### src/rtl/impdet_consts.svh
`ifndef IMPDET_CONSTS_SVH
`define IMPDET_CONSTS_SVH
// register indices; byte address is four times the index
`define IDX_CTRL    10'h2A0
`define IDX_BIAS    10'h2A1
`define IDX_LVLSEL  10'h2A4
`define IDX_STATUS  10'h2A5
`define IDX_ADC     10'h2AB
`define IDX_HPCTL   10'h2B0
`define IDX_HPRES   10'h2B1
// reset values
`define LVLSEL_RST  8'h9F
// detection function codes
`define FN_DISCRETE 3'b000
`define FN_HP_MIC   3'b100
`define FN_ADC      3'b111
// timing: system clock and low-speed measurement clock
`define CLK_HZ      100000000
`define LS_HZ       32000
// status field positions
`define ST_PRESENT  0
`define ST_VALID    1
`define ST_BAND_LO  2
`define HPRES_DONE  15
`endif

### src/rtl/impdet_pkg.sv
package impdet_pkg;
  typedef enum logic [1:0] {
    M_IDLE   = 2'b00,
    M_SETTLE = 2'b01,
    M_MEAS   = 2'b10,
    M_WAIT   = 2'b11
  } mic_st_t;
  typedef enum logic {
    H_IDLE = 1'b0,
    H_RUN  = 1'b1
  } hp_st_t;
  typedef struct packed {
    mic_st_t     mst;
    hp_st_t      hst;
    logic [11:0] ls_cnt;
    logic [15:0] dly;
    logic [6:0]  sw_cnt;
    logic        mic_on;
    logic [2:0]  fsel;
    logic        pin_sel;
    logic [1:0]  ref_sel;
    logic [3:0]  settle;
    logic [3:0]  repeat_dly;
    logic [3:0]  bon;
    logic [3:0]  bslow;
    logic [3:0]  bdis;
    logic [7:0]  lvl_en;
    logic [8:0]  band;
    logic        valid;
    logic        present;
    logic [2:0]  prev;
    logic        seen;
    logic [6:0]  adc_lvl;
    logic [7:0]  adc_dlt;
    logic [1:0]  range;
    logic [2:0]  hdiv;
    logic [1:0]  hrate;
    logic        drv_l;
    logic        drv_r;
    logic        hcomp;
    logic [9:0]  hup;
    logic [9:0]  hdown;
    logic [31:0] prdata;
    logic        slverr;
  } state_t;
endpackage : impdet_pkg

### src/rtl/accessory_impedance_detect.sv
`timescale 1ns/1ps
`include "impdet_consts.svh"
module accessory_impedance_detect
  import impdet_pkg::*;
#(
  parameter int ADDR_W = 12,
  parameter int LS_CYC = `CLK_HZ / `LS_HZ
) (
  // clock and reset
  input  wire logic              pclk,
  input  wire logic              presetn,
  // apb slave
  input  wire logic              psel,
  input  wire logic              penable,
  input  wire logic              pwrite,
  input  wire logic [ADDR_W-1:0] paddr,
  input  wire logic [31:0]       pwdata,
  output logic      [31:0]       prdata,
  output logic                   pready,
  output logic                   pslverr,
  // mic sense measurement front end
  output logic                   mic_meas_go,
  output logic                   sense_pin_select,
  input  wire logic              mic_meas_done,
  input  wire logic [2:0]        mic_meas_band,
  input  wire logic [6:0]        mic_meas_adc,
  // bias outputs
  output logic      [3:0]        bias_output_en,
  output logic      [3:0]        bias_slow_ramp,
  output logic      [3:0]        bias_discharge_on,
  // phone sense front end
  output logic                   hp_sense_go,
  output logic                   hp_sweep_step,
  output logic      [1:0]        hp_range_out,
  output logic                   hp_on_mic_pin,
  output logic      [2:0]        detect_function_select,
  input  wire logic              hp_sense_done,
  input  wire logic [9:0]        hp_meas_up,
  input  wire logic [9:0]        hp_meas_down,
  // phone drivers
  output logic                   left_phone_driver_on,
  output logic                   right_phone_driver_on
);

  localparam logic [11:0] LS_LAST = 12'(LS_CYC - 1);

  state_t s_q;
  state_t s_d;
  logic   ls_tick;
  logic   run;
  logic   need_bias;
  logic   wr;
  logic   trig_wr;
  logic   setup;
  logic [9:0] widx;
  logic [6:0] sw_last;
  logic [2:0] folded;

  // fold a raw band down onto the nearest enabled band
  function automatic logic [2:0] fold_band(input logic [2:0] raw,
                                           input logic [7:0] en);
    logic [7:0] ok;
    logic [2:0] r;
    ok = {1'b1, en[7], en[4:0], 1'b1};
    r  = raw;
    for (int i = 0; i < 7; i++) begin
      if (!ok[r]) r = r - 3'd1;
    end
    return r;
  endfunction : fold_band

  // band index to one-hot result field, empty for index 7
  function automatic logic [8:0] band_bits(input logic [2:0] idx);
    logic [8:0] b;
    b = 9'h000;
    unique case (idx)
      3'd6:    b[8] = 1'b1;
      3'd7:    b = 9'h000;
      default: b[idx] = 1'b1;
    endcase
    return b;
  endfunction : band_bits

  // bus decode and derived controls
  assign setup     = psel && !penable;
  assign wr        = psel && penable && pwrite;
  assign widx      = paddr[ADDR_W-1:2];
  assign trig_wr   = wr && widx == `IDX_HPCTL && pwdata[0];
  assign ls_tick   = s_q.ls_cnt == LS_LAST;
  assign run       = s_q.mic_on && (s_q.fsel == `FN_DISCRETE || s_q.fsel == `FN_ADC);
  assign need_bias = s_q.ref_sel != 2'd0 && !s_q.bon[s_q.ref_sel];
  assign sw_last   = 7'(({4'd0, s_q.hdiv} + 7'd1) << s_q.hrate);
  assign folded    = fold_band(mic_meas_band, s_q.lvl_en);

  // outputs
  assign pready  = 1'b1;
  assign prdata  = s_q.prdata;
  assign pslverr = s_q.slverr;
  assign mic_meas_go      = s_q.mst == M_MEAS;
  assign sense_pin_select = s_q.pin_sel;
  assign bias_slow_ramp   = s_q.bslow;
  assign bias_discharge_on = s_q.bdis;
  assign hp_sense_go      = s_q.hst == H_RUN;
  assign hp_sweep_step    = s_q.hst == H_RUN && s_q.sw_cnt == sw_last - 7'd1;
  assign hp_on_mic_pin    = s_q.fsel == `FN_HP_MIC;
  assign hp_range_out     = hp_on_mic_pin ? 2'b00 : s_q.range;
  assign detect_function_select = s_q.fsel;
  assign left_phone_driver_on  = s_q.drv_l;
  assign right_phone_driver_on = s_q.drv_r;

  // bias enables: software level or automatic per measurement
  always_comb begin
    for (int i = 0; i < 4; i++) begin
      bias_output_en[i] = s_q.bon[i] ||
        (s_q.ref_sel == 2'(i) && i != 0 &&
         (s_q.mst == M_SETTLE || s_q.mst == M_MEAS));
    end
  end

  // next-state logic
  always_comb begin
    s_d = s_q;
    s_d.ls_cnt = ls_tick ? 12'd0 : s_q.ls_cnt + 12'd1;
    // register read data captured in the setup cycle
    if (setup) begin
      s_d.prdata = 32'h0000_0000;
      s_d.slverr = 1'b0;
      unique case (widx)
        `IDX_CTRL:   s_d.prdata = {16'h0000, s_q.repeat_dly, s_q.settle, 1'b0,
                                   s_q.ref_sel, s_q.pin_sel, s_q.fsel, s_q.mic_on};
        `IDX_BIAS:   s_d.prdata = {20'h00000, s_q.bdis, s_q.bslow, s_q.bon};
        `IDX_LVLSEL: s_d.prdata = {24'h000000, s_q.lvl_en};
        `IDX_STATUS: s_d.prdata = {21'h000000, s_q.band, s_q.valid, s_q.present};
        `IDX_ADC:    s_d.prdata = {16'h0000, s_q.adc_dlt, 1'b0, s_q.adc_lvl};
        `IDX_HPCTL:  s_d.prdata = {22'h000000, s_q.drv_r, s_q.drv_l, s_q.hrate,
                                   s_q.hdiv, s_q.range, 1'b0};
        `IDX_HPRES:  s_d.prdata = {6'h00, s_q.hdown, s_q.hcomp, 5'h00, s_q.hup};
        default:     s_d.slverr = 1'b1;
      endcase
    end
    // register writes in the access cycle
    if (wr) begin
      unique case (widx)
        `IDX_CTRL: begin
          s_d.mic_on     = pwdata[0];
          s_d.fsel       = pwdata[3:1];
          s_d.pin_sel    = pwdata[4];
          s_d.ref_sel    = pwdata[6:5];
          s_d.settle     = pwdata[11:8];
          s_d.repeat_dly = pwdata[15:12];
        end
        `IDX_BIAS: begin
          s_d.bon   = pwdata[3:0];
          s_d.bslow = pwdata[7:4];
          s_d.bdis  = pwdata[11:8];
        end
        `IDX_LVLSEL: s_d.lvl_en = {pwdata[7], 2'b00, pwdata[4:0]};
        `IDX_HPCTL: begin
          s_d.range = pwdata[2:1];
          s_d.hdiv  = pwdata[5:3];
          s_d.hrate = pwdata[7:6];
          s_d.drv_l = pwdata[8];
          s_d.drv_r = pwdata[9];
        end
        default: ;
      endcase
    end
    // mic detection sequencer
    unique case (s_q.mst)
      M_IDLE: begin
        if (run) begin
          s_d.dly = 16'd1 << s_q.settle;
          s_d.mst = need_bias ? M_SETTLE : M_MEAS;
        end
      end
      M_SETTLE: begin
        if (ls_tick) begin
          s_d.dly = s_q.dly - 16'd1;
          if (s_q.dly == 16'd1) s_d.mst = M_MEAS;
        end
      end
      M_MEAS: begin
        if (mic_meas_done) begin
          s_d.seen = 1'b1;
          s_d.prev = folded;
          if (s_q.fsel == `FN_ADC) begin
            s_d.adc_lvl = mic_meas_adc;
            s_d.adc_dlt = mic_meas_adc >= s_q.adc_lvl ?
                          8'(mic_meas_adc - s_q.adc_lvl) :
                          8'(s_q.adc_lvl - mic_meas_adc);
            if (s_q.seen) s_d.valid = 1'b1;
          end else if (s_q.seen && folded == s_q.prev) begin
            s_d.band    = band_bits(folded);
            s_d.present = folded != 3'd7;
            s_d.valid   = 1'b1;
          end
          s_d.dly = 16'd1 << s_q.repeat_dly;
          s_d.mst = M_WAIT;
        end
      end
      M_WAIT: begin
        if (ls_tick) begin
          s_d.dly = s_q.dly - 16'd1;
          if (s_q.dly == 16'd1) begin
            s_d.dly = 16'd1 << s_q.settle;
            s_d.mst = need_bias ? M_SETTLE : M_MEAS;
          end
        end
      end
    endcase
    // leaving mic detection drops the sequence and validity
    if (!run) begin
      s_d.mst   = M_IDLE;
      s_d.valid = 1'b0;
      s_d.seen  = 1'b0;
    end
    // phone measurement: sweep pacing and completion
    if (s_q.hst == H_RUN) begin
      s_d.sw_cnt = hp_sweep_step ? 7'd0 : s_q.sw_cnt + 7'd1;
      if (hp_sense_done) begin
        s_d.hst   = H_IDLE;
        s_d.hcomp = 1'b1;
        s_d.hup   = hp_meas_up;
        s_d.hdown = hp_meas_down;
      end
    end
    if (trig_wr) begin
      s_d.hst    = H_RUN;
      s_d.sw_cnt = 7'd0;
      s_d.hcomp  = 1'b0;
    end
  end

  // state register
  always_ff @(posedge pclk or negedge presetn) begin
    if (!presetn) begin
      s_q        <= '0;
      s_q.lvl_en <= `LVLSEL_RST;
    end else begin
      s_q <= s_d;
    end
  end
endmodule : accessory_impedance_detect

### config.mk
export PLATFORM = sky130hd
export DESIGN_NAME = accessory_impedance_detect
export DESIGN_NICKNAME = d
export VERILOG_FILES = /design/src/rtl/impdet_pkg.sv /design/src/rtl/accessory_impedance_detect.sv
export VERILOG_INCLUDE_DIRS = /design/src /design/src/rtl
export SDC_FILE = /design/constraint.sdc
export NUM_CORES = 1
export LEC_CHECK = 0
export BUFFER_PORTS_ARGS = -buffer_cell sky130_fd_sc_hd__buf_2
export CAP_MARGIN = 20
export CORE_MARGIN = 3
export CORE_UTILIZATION = 50
export CTS_CLUSTER_DIAMETER = 30
export DETAILED_ROUTE_END_ITERATION = 8
export PLACE_DENSITY = 0.75
export SYNTH_ARGS = -nofsm -noshare
export SYNTH_HDL_FRONTEND = slang
export SYNTH_SLANG_ARGS = --single-unit
### constraint.sdc
create_clock -name pclk -period 4.4 [get_ports pclk]
set_input_delay 0.44 -clock pclk [delete_from_list [all_inputs] [get_ports pclk]]
set_output_delay 0.44 -clock pclk [all_outputs]
set_load 0.05 [all_outputs]
==> run_results.csv <==
group,metric,value,unit
outcome,status,"complete, no violations",
sta,relSlewSlack,0.219,
pwr,p_seq_frac,0.436,
routing,ant_nets,0,
synth,ys_seq_area_frac,0.403,
synth,synth_top_family_by_area,"compound AO/OA/AOI/OAI gates",
grt,grt_pass1_vias,7791,
sta,max_freq,247,MHz
worst_setup_path,cp-end-kind,"register",
routing,drt_first_iter_violations,724,
synth,synth_adder_area_share,0.0385,
cells_and_area,drive_above_1_share,0.251,
synth,synth_top_cells_by_area,"dfrtp_1 (39%), mux2_2 (7.0%), nand2_1 (3.8%)",
sta,period_needed,4.06,ns
die,start_util,0.517,
sta,finalSetupViolations,0,
clock_network,cts_buffer_depth,2,
sta,hold-worst-slack,0.115,ns
synth,synth-edff-count,0,
grt,antenna_found_initial,2,
clock_network,cts-root-buf,"clkbuf_16",
sta,tightestPinTransition,1.17,ns
pwr,p_clk_frac,0.417,
routing,first_pass_iters,6,
worst_setup_path,start_kind,"register",
clock_network,cts_hold_buffers,0,
cells_and_area,multi_input_area,5190,µm²
routing,vias_per_cell,5.98,
die,num_rows,50,
clock_network,clkLatencyLatePin,0.43,ns
die,die_height,146,µm
pwr,p_per_area,324,nW/µm²
cells_and_area,final_common_cell,"dfrtp_1",
synth,ys_ff_latch,158,
synth,syn_avg_cell_area,9.49,µm²
die,die_width,146,µm
synth,synth_warnings,0,
clock_network,clkSinkCount,158,
pwr,comb_power_share,0.147,
worst_setup_path,required,4.72,ns
worst_setup_path,crit_type,"register to register",
synth,synth_area,9820,µm²
sta,period_share,0.922,
grt,grt_usage,0.242,
hold_path,hold_path.class,"input port to async pin",
pwr,p_sw_frac,0.275,
run,drv_cap,0,
cells_and_area,final_util,0.582,
clock_network,cts.clk_slew.worst_paths,0.06,ns
synth,synthArstFlopShare,1.00,
synth,synth_xor_area_frac,0.0425,
cells_and_area,final_cell_mix,"dfrtp_1 (152), buf_2 (112), nand2_1 (99), nor2_1 (82), mux2_2 (61)",
synth,synth_compound_area_frac,0.175,
cells_and_area,syn2layout_area_growth,12.7,%
cells_and_area,final_cells,1385,
sta,fin_worst_skew,0.00931,ns
routing,routed_wl,26.1,mm
pwr,ir_drop,0.229,mV
pwr,p_switching,0.000988,W
worst_setup_path,cp_max_fo,8,
clock_network,htree_levels,4,
place,io_buffers,113,
sta,slew_violations,0,
place,hpwl,19.3,mm
synth,synthCells,1035,
sta,finalSetupTns,0,ns
routing,num_vias,8281,
grt,overflow,0,
clock_network,cts_resized,0,
synth,synth.largest_area_cell,"dfrtp_1",
die,ios,139,
pwr,internal_power,0.00260,W
synth,ys.flop_type,"dfrtp_1",
die,core,19000,µm²
cells_and_area,regArea,3960,µm²
place,place_congestion,0.943,
clock_network,post_cts_buffers,0,
place,place_inst,1351,
clock_network,cts_tree,"yes",
synth,synth_top_area_share,0.387,
synth,synthDistinctLibCells,85,
cells_and_area,finalNetCount,1220,
worst_setup_path,cp.arrival,4.37,ns
pwr,fin_total_pwr,0.00359,W
sta,finalHoldViolations,0,
sta,rsz0062_at_grt,"no",
synth,yosys.area_share.simple,0.159,
pwr,leakage,5.06,nW
die,dieArea,21400,µm²
routing,routedWlPerCell,18.8,µm
clock_network,cts_made_buffers,17,
grt,grt_pass1_wl,41.4,mm
routing,drt_drc_violations_left,0,
synth,synthMuxAreaShare,0.106,
cells_and_area,fill_cells,1676,
grt,grt_start_max_net_pins,98,
[synth_stat cells, types with 6 or more instances]
cell type and count:
a211oi_1 7, a21o_1 9, a21oi_1 55, a222oi_1 12
a22oi_1 14, a31oi_1 17, and3_1 11, buf_4 46
clkbuf_1 40, dfrtp_1 152, dfstp_2 6, ha_1 27
inv_1 48, mux2_2 61, mux2i_1 26, nand2_1 99
nand3_1 35, nand4_1 11, nor2_1 82, nor2b_1 15
nor3_1 15, nor3b_1 7, nor4_1 8, o21ai_0 57
o31ai_1 6, xnor2_1 22, xor2_1 22
[final timing paths]
check	from	endpoint	slack, ns	depth (start not counted)
min	presetn	s_q[158]$_DFF_PN0_	0.12	1
min reg2reg	prdata[20]$_DFFE_PN0P_	prdata[20]$_DFFE_PN0P_	0.46	2
max reg2reg	s_q[94]$_DFFE_PN1P_	s_q[89]$_DFFE_PN0P_	0.34	13
max in group asynchronous	presetn	s_q[95]$_DFFE_PN1P_	3.32	2
max	s_q[94]$_DFFE_PN1P_	s_q[89]$_DFFE_PN0P_	0.34	13
min in group pclk	hp_sense_done	hp_sense_go$_DFF_PN0_	0.23	2
[power groups by stage]
stage / clock [W] / combinational [W] / sequential, W
after floorplan: 0 / 0.000369 / 0.00157
after global placement: 0 / 0.000506 / 0.00159
after detailed placement: 0 / 0.000516 / 0.00159
after CTS: 0.00151 / 0.000520 / 0.00156
after global routing: 0.00158 / 0.000579 / 0.00157
final: 0.00150 / 0.000528 / 0.00156
[cell type report]
class | count | share of cell area
repair buffers | 145 | 0.0733
well taps | 260 | 0.0294
multi-input cells | 740 | 0.468
clock inverters | 12 | 0.0123
inverters | 48 | 0.0163
diodes | 2 | 0.000452
clock buffers | 20 | 0.0421
flip-flops and latches | 158 | 0.358
[cells by family after synthesis]
logic type | after synthesis
muxes | 92
buffers and inverters | 142
adders and majority gates | 29
DFF | 158
other | 2
xor gates and xnor gates | 46
AOI/OAI and AO/OA | 246
and+or+nand+nor | 320
[per-stage QoR]
stage | cell area [µm²] | worst slack, ns
final | 11100 | 0.343
after global routing | 11100 | 0.112
after CTS | 11100 | 0.264
after detailed placement | 10400 | 0.0430
after global placement | 10400 | 0.0944
after floorplan | 9840 | 0.300
[state kept, by name, summed over array words and instances, names as in the netlist]
name	flops
bias_discharge_on	4
s_q	115
hp_sense_go	1
detect_function_select	3
prdata	26
sense_pin_select	1
left_phone_driver_on	1
right_phone_driver_on	1
bias_output_en	1
bias_slow_ramp	4
pslverr	1
[worst max-delay path: stages, from the launching register on]
cell      delay, ns
dfstp_2        0.39
buf_4          0.18
mux2_2         0.27
mux4_2         0.59
nor4_1         0.38
a21oi_1        0.08
o221ai_1       0.29
a31oi_1        0.13
o311a_1        0.35
a211oi_2       0.34
xnor2_2        0.19
nand3_2        0.20
a21o_1         0.25
a211o_1        0.29
[metal layers]
layer	wire (µm)	vias to the layer above	global-route usage
li1	-	3839	-
met1	11100	4039	0.327
met2	12400	338	0.384
met3	1660	65	0.0475
met4	903	0	0.102
met5	0	-	0
(Power assumes the default switching activity.)
